===== src/core/dom_defines.svh =====
// Object indices, sub-indices, widths and reset values for the discrete output map.
// Assumes inclusion by bare name from every design file that needs them.
`ifndef DOM_DEFINES_SVH
`define DOM_DEFINES_SVH

`define DOM_CHANNELS        8
`define DOM_WORD_W          16
`define DOM_BYTE_W          8

`define DOM_IDX_OUT_BYTE    16'h6200
`define DOM_IDX_OUT_WORD    16'h6300
`define DOM_IDX_POLARITY    16'h6302
`define DOM_IDX_FB_MODE     16'h6306
`define DOM_IDX_FB_VALUE    16'h6307
`define DOM_IDX_MASK        16'h6308

`define DOM_SUB_COUNT       8'h00
`define DOM_SUB_FIRST       8'h01
`define DOM_SUB_SECOND      8'h02

`define DOM_BYTE_TBL_ENTRIES 16'h0002
`define DOM_WORD_TBL_ENTRIES 16'h0001

`define DOM_RST_OUT         8'h00
`define DOM_RST_POLARITY    8'h00
`define DOM_RST_FB_MODE     8'h00
`define DOM_RST_FB_VALUE    8'h00
`define DOM_RST_MASK        8'h00

`endif


===== src/core/dom_pkg.sv =====
// Types shared by the discrete output map modules.
// Assumes nothing of its surroundings.
package dom_pkg;

  typedef enum logic [2:0] {
    OBJ_NONE,
    OBJ_OUT_BYTE,
    OBJ_OUT_WORD,
    OBJ_POLARITY,
    OBJ_FB_MODE,
    OBJ_FB_VALUE,
    OBJ_MASK
  } dom_obj_e;

  typedef enum logic [1:0] {
    SUB_COUNT,
    SUB_LOW,
    SUB_HIGH,
    SUB_BAD
  } dom_sub_e;

endpackage


===== src/core/dom_od_decode.sv =====
// Object dictionary decoder: maps an index and sub-index onto an object and entry.
// Assumes index and sub-index are stable while the request is presented.
`timescale 1ns/1ps
`include "dom_defines.svh"

module dom_od_decode (
  // Request address
  input  wire logic [15:0]        odIndex,
  input  wire logic [7:0]         odSub,
  // Decoded object
  output dom_pkg::dom_obj_e       obj,
  output dom_pkg::dom_sub_e       sub
);

  always_comb begin
    case (odIndex)
      `DOM_IDX_OUT_BYTE: obj = dom_pkg::OBJ_OUT_BYTE;
      `DOM_IDX_OUT_WORD: obj = dom_pkg::OBJ_OUT_WORD;
      `DOM_IDX_POLARITY: obj = dom_pkg::OBJ_POLARITY;
      `DOM_IDX_FB_MODE:  obj = dom_pkg::OBJ_FB_MODE;
      `DOM_IDX_FB_VALUE: obj = dom_pkg::OBJ_FB_VALUE;
      `DOM_IDX_MASK:     obj = dom_pkg::OBJ_MASK;
      default:           obj = dom_pkg::OBJ_NONE;
    endcase
  end

  // Byte table has two entries, word tables one
  always_comb begin
    case (odSub)
      `DOM_SUB_COUNT:  sub = dom_pkg::SUB_COUNT;
      `DOM_SUB_FIRST:  sub = dom_pkg::SUB_LOW;
      `DOM_SUB_SECOND: sub = (obj == dom_pkg::OBJ_OUT_BYTE) ? dom_pkg::SUB_HIGH
                                                            : dom_pkg::SUB_BAD;
      default:         sub = dom_pkg::SUB_BAD;
    endcase
  end

endmodule // dom_od_decode


===== src/core/dom_chan_drive.sv =====
// Per-channel physical output stage: masking, fallback, polarity and direction gating.
// Assumes all setting inputs come from registers in the same clock domain.
`timescale 1ns/1ps
`include "dom_defines.svh"

module dom_chan_drive #(
  parameter int CH = `DOM_CHANNELS
) (
  // Clock and reset
  input  wire logic          sys_clk,
  input  wire logic          rst,
  // Settings
  input  wire logic [CH-1:0] written,
  input  wire logic [CH-1:0] polarity,
  input  wire logic [CH-1:0] fbMode,
  input  wire logic [CH-1:0] fbValue,
  input  wire logic [CH-1:0] mask,
  input  wire logic [CH-1:0] dirOut,
  input  wire logic          commLost,
  // Physical drive
  output logic      [CH-1:0] chanOut,
  output logic      [CH-1:0] chanOe
);

  logic [CH-1:0] state_q;
  logic [CH-1:0] state_d;

  always_comb begin
    for (int i = 0; i < CH; i++) begin
      if (!dirOut[i]) begin
        state_d[i] = state_q[i]; // RQ2
      end else if (commLost) begin
        state_d[i] = fbMode[i] ? fbValue[i] : state_q[i]; // RQ13
      end else if (mask[i]) begin
        state_d[i] = state_q[i]; // RQ10
      end else begin
        state_d[i] = written[i]; // RQ1
      end
    end
  end

  always_ff @(posedge sys_clk or posedge rst) begin
    if (rst) begin
      state_q <= `DOM_RST_OUT;
    end else begin
      state_q <= state_d;
    end
  end

  // Input channels are never driven
  always_ff @(posedge sys_clk or posedge rst) begin
    if (rst) begin
      chanOut <= '0;
      chanOe  <= '0;
    end else begin
      chanOut <= (state_d ^ polarity) & dirOut; // RQ12
      chanOe  <= dirOut; // RQ11
    end
  end

endmodule // dom_chan_drive


===== src/core/dom_top.sv =====
// Discrete output object map: output table, polarity, fallback and masking objects.
// Assumes a one-request-at-a-time object dictionary access port and a direction input.
//
// Contract
// RQ1 - Byte table entry one bits 0..7 set output channels 0..7.
// RQ2 - Bits of input-configured channels are unassigned and have no effect; written bits are still stored and drive the channel once it turns output.
// RQ3 - Output word bits 0..7 drive channels; bits 8..15 carry nothing.
// RQ4 - All objects are 16-bit words except the byte-wide output table.
// RQ5 - Byte table entry one aliases the output word low byte.
// RQ6 - Byte table entry two aliases the word high byte, unassigned.
// RQ7 - One output polarity bit per channel in bits 0..7.
// RQ8 - One fallback mode bit per output channel in bits 0..7.
// RQ9 - One fallback value bit per output channel in bits 0..7.
// RQ10 - One output masking bit per output channel in bits 0..7.
// RQ11 - Per-channel direction bit selects input or output behaviour.
// RQ12 - Set polarity bit inverts the physical output.
// RQ13 - On communication loss fallback channels take fallback value, others hold.
`timescale 1ns/1ps
`include "dom_defines.svh"

module dom_top #(
  parameter int CH = `DOM_CHANNELS
) (
  // Clock and reset
  input  wire logic                    sys_clk,
  input  wire logic                    rst,
  // Object dictionary access
  input  wire logic                    odReq,
  input  wire logic                    odWrite,
  input  wire logic [15:0]             odIndex,
  input  wire logic [7:0]              odSub,
  input  wire logic [`DOM_WORD_W-1:0]  odWdata,
  output logic      [`DOM_WORD_W-1:0]  odRdata,
  output logic                         odAck,
  output logic                         odErr,
  // Channel configuration and link state
  input  wire logic [CH-1:0]           chanDirOut,
  input  wire logic                    commLost,
  // Physical outputs and status
  output logic      [CH-1:0]           chanOut,
  output logic      [CH-1:0]           chanOe,
  output logic                         fallbackActive
);

  // Channel bits of a word, cleared for input channels
  function automatic logic [`DOM_WORD_W-1:0] assigned(
    input logic [CH-1:0] v,
    input logic [CH-1:0] dir
  );
    logic [`DOM_WORD_W-1:0] r;
    r = '0;
    r[CH-1:0] = v & dir;
    return r;
  endfunction

  // A write replaces every channel bit; the old value is ignored
  function automatic logic [CH-1:0] merged(
    input logic [CH-1:0] old,
    input logic [CH-1:0] wr
  );
    return wr;
  endfunction

  dom_pkg::dom_obj_e obj;
  dom_pkg::dom_sub_e sub;

  dom_od_decode u_decode (
    .odIndex (odIndex),
    .odSub   (odSub),
    .obj     (obj),
    .sub     (sub)
  );

  logic [CH-1:0] outWord_q;
  logic [CH-1:0] polarity_q;
  logic [CH-1:0] fbMode_q;
  logic [CH-1:0] fbValue_q;
  logic [CH-1:0] mask_q;

  logic [CH-1:0] wrBits;
  logic          entryWrite;
  logic          entryOk;
  logic          subCount;

  assign wrBits     = odWdata[CH-1:0];
  assign subCount   = (sub == dom_pkg::SUB_COUNT);
  assign entryOk    = (obj != dom_pkg::OBJ_NONE) && (sub != dom_pkg::SUB_BAD);
  // Entry counts are read only
  assign entryWrite = odReq && odWrite && entryOk && !subCount;

  // Both views store the same low byte; the high entry is dropped
  always_ff @(posedge sys_clk or posedge rst) begin
    if (rst) begin
      outWord_q <= `DOM_RST_OUT;
    end else if (entryWrite && sub == dom_pkg::SUB_LOW &&
                 (obj == dom_pkg::OBJ_OUT_BYTE || obj == dom_pkg::OBJ_OUT_WORD)) begin
      outWord_q <= merged(outWord_q, wrBits); // RQ5
    end
  end

  always_ff @(posedge sys_clk or posedge rst) begin
    if (rst) begin
      polarity_q <= `DOM_RST_POLARITY;
    end else if (entryWrite && obj == dom_pkg::OBJ_POLARITY) begin
      polarity_q <= merged(polarity_q, wrBits); // RQ7
    end
  end

  always_ff @(posedge sys_clk or posedge rst) begin
    if (rst) begin
      fbMode_q <= `DOM_RST_FB_MODE;
    end else if (entryWrite && obj == dom_pkg::OBJ_FB_MODE) begin
      fbMode_q <= merged(fbMode_q, wrBits); // RQ8
    end
  end

  always_ff @(posedge sys_clk or posedge rst) begin
    if (rst) begin
      fbValue_q <= `DOM_RST_FB_VALUE;
    end else if (entryWrite && obj == dom_pkg::OBJ_FB_VALUE) begin
      fbValue_q <= merged(fbValue_q, wrBits); // RQ9
    end
  end

  always_ff @(posedge sys_clk or posedge rst) begin
    if (rst) begin
      mask_q <= `DOM_RST_MASK;
    end else if (entryWrite && obj == dom_pkg::OBJ_MASK) begin
      mask_q <= merged(mask_q, wrBits); // RQ10
    end
  end

  // Read value of the addressed entry
  logic [`DOM_WORD_W-1:0] rdValue;

  always_comb begin
    rdValue = '0;
    if (subCount) begin
      rdValue = (obj == dom_pkg::OBJ_OUT_BYTE) ? `DOM_BYTE_TBL_ENTRIES
                                               : `DOM_WORD_TBL_ENTRIES; // RQ4
    end else begin
      case (obj)
        dom_pkg::OBJ_OUT_BYTE: begin
          // Byte entries sit in the low lanes only
          if (sub == dom_pkg::SUB_LOW) begin
            rdValue = assigned(outWord_q, chanDirOut) & 16'h00ff; // RQ4
          end else begin
            rdValue = '0; // RQ6
          end
        end
        dom_pkg::OBJ_OUT_WORD: rdValue = assigned(outWord_q, chanDirOut); // RQ3
        dom_pkg::OBJ_POLARITY: rdValue = assigned(polarity_q, chanDirOut); // RQ2
        dom_pkg::OBJ_FB_MODE:  rdValue = assigned(fbMode_q, chanDirOut);
        dom_pkg::OBJ_FB_VALUE: rdValue = assigned(fbValue_q, chanDirOut);
        dom_pkg::OBJ_MASK:     rdValue = assigned(mask_q, chanDirOut);
        default:               rdValue = '0;
      endcase
    end
  end

  // Answer one cycle after the request
  always_ff @(posedge sys_clk or posedge rst) begin
    if (rst) begin
      odAck <= 1'b0;
      odErr <= 1'b0;
    end else begin
      odAck <= odReq;
      odErr <= odReq && (!entryOk || (odWrite && subCount));
    end
  end

  always_ff @(posedge sys_clk or posedge rst) begin
    if (rst) begin
      odRdata <= '0;
    end else if (odReq && !odWrite && entryOk) begin
      odRdata <= rdValue;
    end else if (odReq) begin
      odRdata <= '0;
    end
  end

  always_ff @(posedge sys_clk or posedge rst) begin
    if (rst) begin
      fallbackActive <= 1'b0;
    end else begin
      fallbackActive <= commLost; // RQ13
    end
  end

  dom_chan_drive #(
    .CH (CH)
  ) u_drive (
    .sys_clk  (sys_clk),
    .rst      (rst),
    .written  (outWord_q),
    .polarity (polarity_q),
    .fbMode   (fbMode_q),
    .fbValue  (fbValue_q),
    .mask     (mask_q),
    .dirOut   (chanDirOut),
    .commLost (commLost),
    .chanOut  (chanOut),
    .chanOe   (chanOe)
  );

endmodule // dom_top


===== config.mk =====
export PLATFORM = sky130hd
export DESIGN_NAME = dom_top
export DESIGN_NICKNAME = d
export VERILOG_FILES = /design/src/core/dom_pkg.sv /design/src/core/dom_od_decode.sv /design/src/core/dom_chan_drive.sv /design/src/core/dom_top.sv
export VERILOG_INCLUDE_DIRS = /design/src /design/src/core
export SDC_FILE = /design/constraint.sdc
export NUM_CORES = 1
export LEC_CHECK = 0
export ABC_AREA = 1
export BUFFER_PORTS_ARGS = -buffer_cell sky130_fd_sc_hd__buf_2
export CAP_MARGIN = 20
export CORE_ASPECT_RATIO = 0.6
export CORE_MARGIN = 3
export CORE_UTILIZATION = 60
export CTS_BUF_LIST = sky130_fd_sc_hd__clkbuf_8
export DETAILED_ROUTE_END_ITERATION = 7
export PLACE_DENSITY = 0.89
export SYNTH_ARGS = -nofsm -noshare
export SYNTH_HDL_FRONTEND = slang
export SYNTH_SLANG_ARGS = --single-unit

===== constraint.sdc =====
create_clock -name sys_clk -period 6.3 [get_ports sys_clk]
set_input_delay 0.945 -clock sys_clk [delete_from_list [all_inputs] [get_ports sys_clk]]
set_output_delay 0.945 -clock sys_clk [all_outputs]
set_load 0.05 [all_outputs]

# After elaboration in Yosys (flattened, before gate mapping)

Index checks and enable logic that the tools add are counted.

Register bits after elaboration: 83
Word-level logic and storage cells: 99

Equality and inequality tests: 16
Multiplexer cells: 41
Bitwise gates (word level): 7
Reductions and logical operators: 23

Operator list:

| cell                 | count |
|---|---|
| $eq 16x15->1 const B | 6 |
| $pmux 16 s6          | 1 |
| $and 8x8->8          | 6 |
| $mux 16              | 3 |
| $mux 1               | 33 |
| $pmux 3 s6           | 1 |
| $logic_and 1x1->1    | 14 |
| $eq 3x3->1 const B   | 3 |
| $eq 8x1->1 const B   | 1 |
| $eq 8x2->1 const B   | 1 |
| $logic_not 8->1      | 1 |
| $mux 8               | 1 |
| $xor 8x8->8          | 1 |
| $eq 3x2->1 const B   | 2 |
| $pmux 2 s3           | 1 |
| $eq 3x1->1 const B   | 1 |
| $logic_not 1->1      | 3 |
| $reduce_bool 3->1    | 1 |
| $eq 2x1->1 const B   | 1 |
| $logic_not 2->1      | 1 |
| $logic_or 1x1->1     | 2 |
| $mux 2               | 1 |
| $ne 2x2->1 const B   | 1 |
| $reduce_bool 2->1    | 1 |

# Logic depth before layout (Yosys ltp)

Gate-level depths: netlist of the first run.

Depth in word-level cells: 11
Gate-level depth with buffers: 13
Depth with buffers taken out: 12

# Hierarchy

From an unflattened synthesis of the first run, not the netlist that was laid out.

Cells, all modules: 567
Area total of the unflattened synthesis: 4036.4 µm²

By module, submodules not included:

| module         | instances | cells each | area an instance (µm²) | sequential area each (µm²) |
|---|---|---|---|---|
| dom_top        | 1         | 311        | 2422.3                 | 1276.2 |
| dom_chan_drive | 1         | 205        | 1407.6                 | 600.6 |
| dom_od_decode  | 1         | 51         | 206.4                  | 0.0 |

# Worst setup path after synthesis of the first run

Ideal clock, no wire load.

Path kind: input to register
From: in odIndex[11]
To: reg outWord_q[0]
Library setup time: 0.117 ns
Arrival: 2.138 ns
Required time: 6.183 ns
Path slack: 4.044 ns
Stages on the path: 10
Buffers on the path: 0
Path through: nor2_1 nand2_1 nor2_2 nand2_1 nand2_2 nand2_1 nor2_4 nand4_2 nand2_1 nand2_1

Cells in the longest elaborated chain, start to end: 11

Ends and longest elaborated chain:

| element                         | line                               | text |
|---|---|---|
| start: declaration              | dom_top.sv:30                      | `input wire logic [15:0] odIndex,` |
| $eq 16x15->1                    | dom_od_decode.sv:16                | `case (odIndex)` |
| $pmux 3 s6 *                    | dom_od_decode.sv:16                |  |
| $eq 3x1->1                      | dom_od_decode.sv:32, dom_top.sv:96 |  |
| $mux 1                          | dom_od_decode.sv:32                | `` `DOM_SUB_SECOND: sub = (obj == dom_pkg::OBJ_OUT_BYTE) ? dom_pkg::SUB_HIGH `` |
| $pmux 2 s3                      | dom_od_decode.sv:29                | `case (odSub)` |
| $ne 2x2->1                      | dom_top.sv:87                      | `assign entryOk = (obj != dom_pkg::OBJ_NONE) && (sub != dom_pkg::SUB_BAD);` |
| $logic_and 1x1->1               | dom_top.sv:87                      |  |
| $logic_and 1x1->1 (2 in series) | dom_top.sv:89                      | `assign entryWrite = odReq && odWrite && entryOk && !subCount;` |
| $logic_and 1x1->1               | dom_top.sv:95                      | `end else if (entryWrite && sub == dom_pkg::SUB_LOW &&` |
| $logic_and 1x1->1 *             | dom_top.sv:95                      |  |
| end signal: assignment          | dom_top.sv:94                      | `` outWord_q <= `DOM_RST_OUT; `` |
| end signal: assignment          | dom_top.sv:97                      | `outWord_q <= merged(outWord_q, wrBits);` |
| end: declaration                | dom_top.sv:74                      | `logic [CH-1:0] outWord_q;` |

Every way passes the cells marked *; elsewhere a longest branch is shown, timed or not.
A chain may end at the register's enable or synchronous reset.

# Worst setup path in the final report of the first run

From: in odIndex[12]
To: reg polarity_q[1]

Cells in the longest elaborated chain, start to end: 10

Ends and longest elaborated chain:

| element                         | line                | text |
|---|---|---|
| $eq 16x15->1                    | dom_od_decode.sv:16 |  |
| $pmux 3 s6 *                    | dom_od_decode.sv:16 |  |
| $eq 3x1->1                      | dom_od_decode.sv:32 |  |
| $mux 1                          | dom_od_decode.sv:32 |  |
| $pmux 2 s3                      | dom_od_decode.sv:29 |  |
| $ne 2x2->1                      | dom_top.sv:87       |  |
| $logic_and 1x1->1               | dom_top.sv:87       |  |
| $logic_and 1x1->1 (2 in series) | dom_top.sv:89       |  |
| $logic_and 1x1->1 *             | dom_top.sv:104      | `end else if (entryWrite && obj == dom_pkg::OBJ_POLARITY) begin` |
| end signal: assignment          | dom_top.sv:103      | `` polarity_q <= `DOM_RST_POLARITY; `` |
| end signal: assignment          | dom_top.sv:105      | `polarity_q <= merged(polarity_q, wrBits);` |
| end: declaration                | dom_top.sv:75       | `logic [CH-1:0] polarity_q;` |

Marked as above.

==> results.yml, run 1 <==
synthesis:
  syn_area_mm2: 0.00385
  ys_ff_latch: 75
  yosysWarnings: 0
  syn_area_per_cell_um2: 7.74
  seq_area_frac_synth: 0.487
  ys_types: 24
  synthCells: 498
critical_path:
  worstSetupEndpoint: "polarity_q[1]$_DFFE_PP0P_"
  crit_cells: 11
  startpoint_type: "input pin"
  crit_fanout: 25
  end_kind: "flop"
  critPathSlowestCell: "nor2_2"
  crit_type: "in2reg"
  path_delay_family: "simple AND/OR/NAND/NOR gates"
  r2r-end: "odRdata[0]$_DFFE_PP0P_"
  cpPeakStageDelay_ns: 0.76
  r2r_cells: 8
  cp_cell_sequence: "buf_2 -> nor2_1 -> nand2_1 -> nor2_2 -> nand2_1 -> nand2_1 -> nor2_2 -> nand2_4 -> nand4_1 -> nand2_1 -> nand2_1"
  crit_buf_inv: 1
  worstPathRequired_ns: 6.54
  startpoint: "odIndex[12]"
  cp_common_cell: "nand2_1"
  ff2ff_setup_slack_ns: 5.13
  reg2reg_from: "mask_q[0]$_DFFE_PP0P_"
  arrival_ns: 3.66
power_and_ir_drop:
  powerDensity_mw_per_mm2: 222
  leakage_nw: 2.45
  ir_worst_vdd_mv: 0.144
min_path:
  hold_class: "reg2reg"
route:
  drt_iter0_drc: 381
  routed_via_density: 5.60
  drc: 0
  wl_um: 10000
  num_vias: 3673
  ant_nets: 0
  drt-pass1-iter-count: 5
  wl_per_cell_um: 15.3
finish:
  finalCoreUtilization: 0.753
  final_common_cell: "nand2_1"
  multi_input_area_mm2: 0.00171
  layout_common_cells: "147 x nand2_1, 75 x dfrtp_1, 71 x buf_2"
  drive_gt1_frac: 0.200
  num_antenna_cells: 0
  area_growth_pct: 15.1
  nFillCells: 441
  regArea_mm2: 0.00188
  nets: 624
sta:
  rsz0062_at_grt: "false"
  final-hold-violation-count: 0
  setup_violations: 0
  period_share: 0.543
  finalMaxSlewViolations: 0
  worstMarginPinSlew_ns: 0.961
  timing.fmax_ghz: 0.292
  clock_skew_ns: 0.00920
  tns_ns: 0
  min_period_ns: 3.42
  slew_headroom: 0.359
clocking:
  worstSkewPairLatency_ns: 0.36
  cts-hold-fix-buffers: 0
  post_cts_resized: 0
  cts_max_path_buffers: 2
  cts_setup_buffers: 0
  htree_levels: 3
  cts_num_sinks: 75
  cts_tree: "yes"
  cts-buffers-inserted: 9
  clk_pin_slew_ns: 0.08
  cts.root.buffer_cell: "clkbuf_8"
global_route:
  grt_max_degree: 76
  grtUsageTotal: 0.288
  grt_pass1_vias: 3384
  grt-ovfl-total: 0
  grt_pass1_wl_um: 16100
  antenna_found_initial: 0
floorplan:
  ios: 88
  num_rows: 21
  dieWidth_um: 109
  dieArea_mm2: 0.00745
  die_y_um: 68.1
  initial_core_util: 0.655
  core_area_mm2: 0.00589
flow_run:
  drv_cap: 0
placed_design:
  io_buffers: 71
  dp_hpwl_um: 6880
  place_congestion: 0.883
status:
  status: "finished clean"
==> sequential cells by signal, indices dropped and copies added, names as in the netlist <==
name / flops
odRdata: 8
outWord_q: 8
fallbackActive: 1
polarity_q: 8
fbValue_q: 8
odErr: 1
u_drive.chanOut: 8
fbMode_q: 8
u_drive.state_q: 8
u_drive.chanOe: 8
mask_q: 8
odAck: 1
==> per-stage QoR <==
step	setup slack [ns]	instance area [um^2]	cells	power, mW	hold slack (ns)
floorplan	3.45	3880	505	0.559	0.449
global placement	2.74	4220	640	0.586	0.461
detailed placement	2.61	4220	640	0.589	0.467
CTS	2.99	4430	656	0.989	0.487
global route	2.78	4430	656	1.02	0.509
finish	2.88	4430	656	0.984	0.484
==> cells in the mapped netlist <==
cell type,instances,share of area
o21ai_0,32,0.042
and2_1,2,0.0032
nand2_4,4,0.012
a21oi_1,35,0.045
nand3_1,63,0.082
conb_1,1,0.00097
nand4_2,1,0.0032
nor2_8,2,0.010
dfrtp_1,75,0.49
buf_4,8,0.016
clkinv_1,2,0.0019
clkbuf_1,3,0.0029
inv_2,1,0.00097
nor2_4,1,0.0029
nand3_2,2,0.0052
buf_6,4,0.012
nand2_2,3,0.0049
xor2_1,4,0.0091
nor2_2,13,0.021
inv_1,41,0.040
nand2_1,147,0.14
buf_2,2,0.0026
nand4_1,3,0.0049
nor2_1,49,0.048
==> report_power, final <==
group | switching, mW | internal, mW
Sequential | 0.00309 | 0.488
Combinational | 0.0671 | 0.0211
Clock | 0.182 | 0.222
Total | 0.252 | 0.731
==> tightest hold or removal path, cell delays in order (launching register included) <==
cell	delay, ns
dfrtp_1	0.35
nand2_1	0.06
nand2_1	0.05
==> worst min-delay path by stage <==
stage,cells past startpoint,slack (ns),from,endpoint
2_1_floorplan,2,0.45,polarity_q[7]$_DFFE_PP0P_,polarity_q[7]$_DFFE_PP0P_
3_5_place_dp,2,0.47,odRdata[1]$_DFFE_PP0P_,odRdata[1]$_DFFE_PP0P_
3_3_place_gp,2,0.46,odRdata[3]$_DFFE_PP0P_,odRdata[3]$_DFFE_PP0P_
4_1_cts,2,0.49,odRdata[1]$_DFFE_PP0P_,odRdata[1]$_DFFE_PP0P_
5_1_grt,2,0.51,odRdata[3]$_DFFE_PP0P_,odRdata[3]$_DFFE_PP0P_
6_report,2,0.48,odRdata[1]$_DFFE_PP0P_,odRdata[1]$_DFFE_PP0P_
==> per-layer routing <==
metal / global-route usage / wire [um] / vias to the layer above
met1: 0.372 / 4060 / 1711
li1: - / - / 1732
met4: 0.0949 / 129 / 0
met2: 0.463 / 4540 / 211
met5: 0 / 0 / -
met3: 0.0952 / 1290 / 19
==> layout make-up <==
| cell class | count | area share |
|---|---|---|
| clock buffers | 9 | 0.0279 |
| multi-input cells | 369 | 0.386 |
| repair buffers | 72 | 0.0818 |
| well taps | 80 | 0.0226 |
| clock inverters | 7 | 0.0212 |
| flip-flops and latches | 75 | 0.423 |
| inverters | 44 | 0.0372 |
==> cell families after synthesis <==
kind of cell           Yosys count  synth area share
AO/OA/AOI/OAI                   67            0.0870
XOR/XNOR                         4           0.00909
buffers and inverters           61            0.0756
flip-flops                      75             0.487
other                            1          0.000973
AND/OR/NAND/NOR                290             0.340
(Power assumes the default switching activity.)
==> inputs of run 2 (changes only) <==
--- a/config.mk
+++ b/config.mk
@@ -11,10 +11,10 @@
 export CAP_MARGIN = 20
 export CORE_ASPECT_RATIO = 0.6
 export CORE_MARGIN = 3
-export CORE_UTILIZATION = 60
+export CORE_UTILIZATION = 51
 export CTS_BUF_LIST = sky130_fd_sc_hd__clkbuf_8
 export DETAILED_ROUTE_END_ITERATION = 7
-export PLACE_DENSITY = 0.89
+export PLACE_DENSITY = 0.81
 export SYNTH_ARGS = -nofsm -noshare
 export SYNTH_HDL_FRONTEND = slang
 export SYNTH_SLANG_ARGS = --single-unit
==> constraint.sdc (replaced) <==
create_clock -name sys_clk -period 2.76 [get_ports sys_clk]
set_input_delay 0.414 -clock sys_clk [delete_from_list [all_inputs] [get_ports sys_clk]]
set_output_delay 0.414 -clock sys_clk [all_outputs]
set_load 0.05 [all_outputs]
==> results.yml, run 2 (synthesized netlist as in run 1, its figures left out) <==
global_route:
  grt_pass1_wl_um: 16700
  grt-ovfl-total: 0
  grt_max_degree: 76
  grtUsageTotal: 0.250
  antenna_found_initial: 0
  grt_pass1_vias: 3426
critical_path:
  crit_fanout: 12
  arrival_ns: 2.52
  end_kind: "flop"
  worstPathRequired_ns: 3.01
  reg2reg_from: "fbMode_q[4]$_DFFE_PP0P_"
  startpoint_type: "input pin"
  startpoint: "odIndex[12]"
  crit_type: "in2reg"
finish:
  drive_gt1_frac: 0.212
  final_cells: 684
  layout_common_cells: "147 x nand2_1, 75 x dfrtp_1, 71 x buf_2"
  area_growth_pct: 17.2
  num_antenna_cells: 0
  nets: 632
  fin_area_mm2: 0.00452
  final_common_cell: "nand2_1"
route:
  drt_iter0_drc: 474
  drt-met1-wl_um: 4420
  wl_met2_um: 4830
  ant_nets: 0
  wl_met3_um: 1040
  wl_um: 10500
  top_layer: "met4"
  routed_via_density: 5.35
  drc: 0
  drt-pass1-iter-count: 6
  wl_per_cell_um: 15.3
  num_vias: 3659
floorplan:
  dieWidth_um: 118
  num_rows: 23
  ios: 88
  die_y_um: 73.3
  initial_core_util: 0.551
  dieArea_mm2: 0.00867
  core_area_mm2: 0.00699
clocking:
  cts_max_path_buffers: 2
  cts-buffers-inserted: 9
  worstSkewPairLatency_ns: 0.36
  post_cts_resized: 0
  cts_num_sinks: 75
  cts_tree: "yes"
  cts.root.buffer_cell: "clkbuf_8"
  cts-hold-fix-buffers: 0
  htree_levels: 3
  cts_setup_buffers: 0
  clk_pin_slew_ns: 0.08
sta:
  worstMarginPinSlew_ns: 0.609
  slew_headroom: 0.593
  period_share: 0.825
  setup_violations: 0
  timing.final.ws_setup_ns: 0.484
  timing.fmax_ghz: 0.439
  rsz0062_at_grt: "false"
  min_period_ns: 2.28
  tns_ns: 0
  finalMaxSlewViolations: 0
  clock_skew_ns: 0.00565
  final-hold-violation-count: 0
placed_design:
  dp_cells: 668
  dp_hpwl_um: 7350
  place_congestion: 0.899
  place_ws_ns: 0.212
  io_buffers: 71
  place_area_mm2: 0.00431
status:
  status: "finished clean"
min_path:
  hold_class: "in2async"
power_and_ir_drop:
  p_total_mw: 2.20
  powerDensity_mw_per_mm2: 486
  ir_worst_vdd_mv: 0.334
  leakage_nw: 2.48
flow_run:
  drv_cap: 0
[run 2: layer usage]
| layer | global-route usage | vias to the layer above |
|---|---|---|
| met5 | 0 | - |
| met4 | 0.0857 | 0 |
| met3 | 0.0631 | 30 |
| met2 | 0.405 | 206 |
| met1 | 0.333 | 1684 |
| li1 | - | 1739 |
[run 2: final timing paths]
path	end	slack, ns	cells past startpoint
setup reg to reg	u_drive.chanOut[4]$_DFF_PP0_	1.54	5
hold reg to reg	odRdata[7]$_DFFE_PP0P_	0.48	2
hold / removal	odRdata[4]$_DFFE_PP0P_	0.11	3
min in group sys_clk	u_drive.chanOe[2]$_DFF_PP0_	0.17	1
max in group asynchronous	u_drive.chanOe[3]$_DFF_PP0_	2.31	3
setup / recovery	polarity_q[4]$_DFFE_PP0P_	0.48	11
[run 2: power breakdown]
part           internal (mW)  total (mW)  switching [mW]  leakage [nW]
clock                  0.440       0.871           0.431        0.0905
combinational         0.0504       0.203           0.153          1.42
sequential              1.11        1.12         0.00733         0.971
[run 2: final cells by class]
| type | instances | area (um^2) |
|---|---|---|
| clock inverters | 6 | 65.1 |
| flip-flops and latches | 75 | 1880 |
| inverters | 44 | 165 |
| well taps | 100 | 125 |
| clock buffers | 10 | 138 |
| repair buffers | 80 | 435 |
| multi-input cells | 369 | 1710 |
| fillers | 617 | 2480 |
[run 2: stage by stage]
stage               hold WS, ns   util
floorplan                 0.445      -
global route              0.150  0.646
CTS                       0.130  0.646
detailed placement        0.460  0.617
finish                    0.110  0.646
global placement          0.464  0.617
[run 2: worst max-delay path, cell delays in order]
cell	delay, ns
buf_2	0.10
nor2_1	0.11
nand2_1	0.10
nor2_2	0.42
nand2_1	0.26
nand2_1	0.15
nor2_2	0.06
nand2_4	0.11
nand4_1	0.50
nand2_1	0.22
nand2_1	0.07
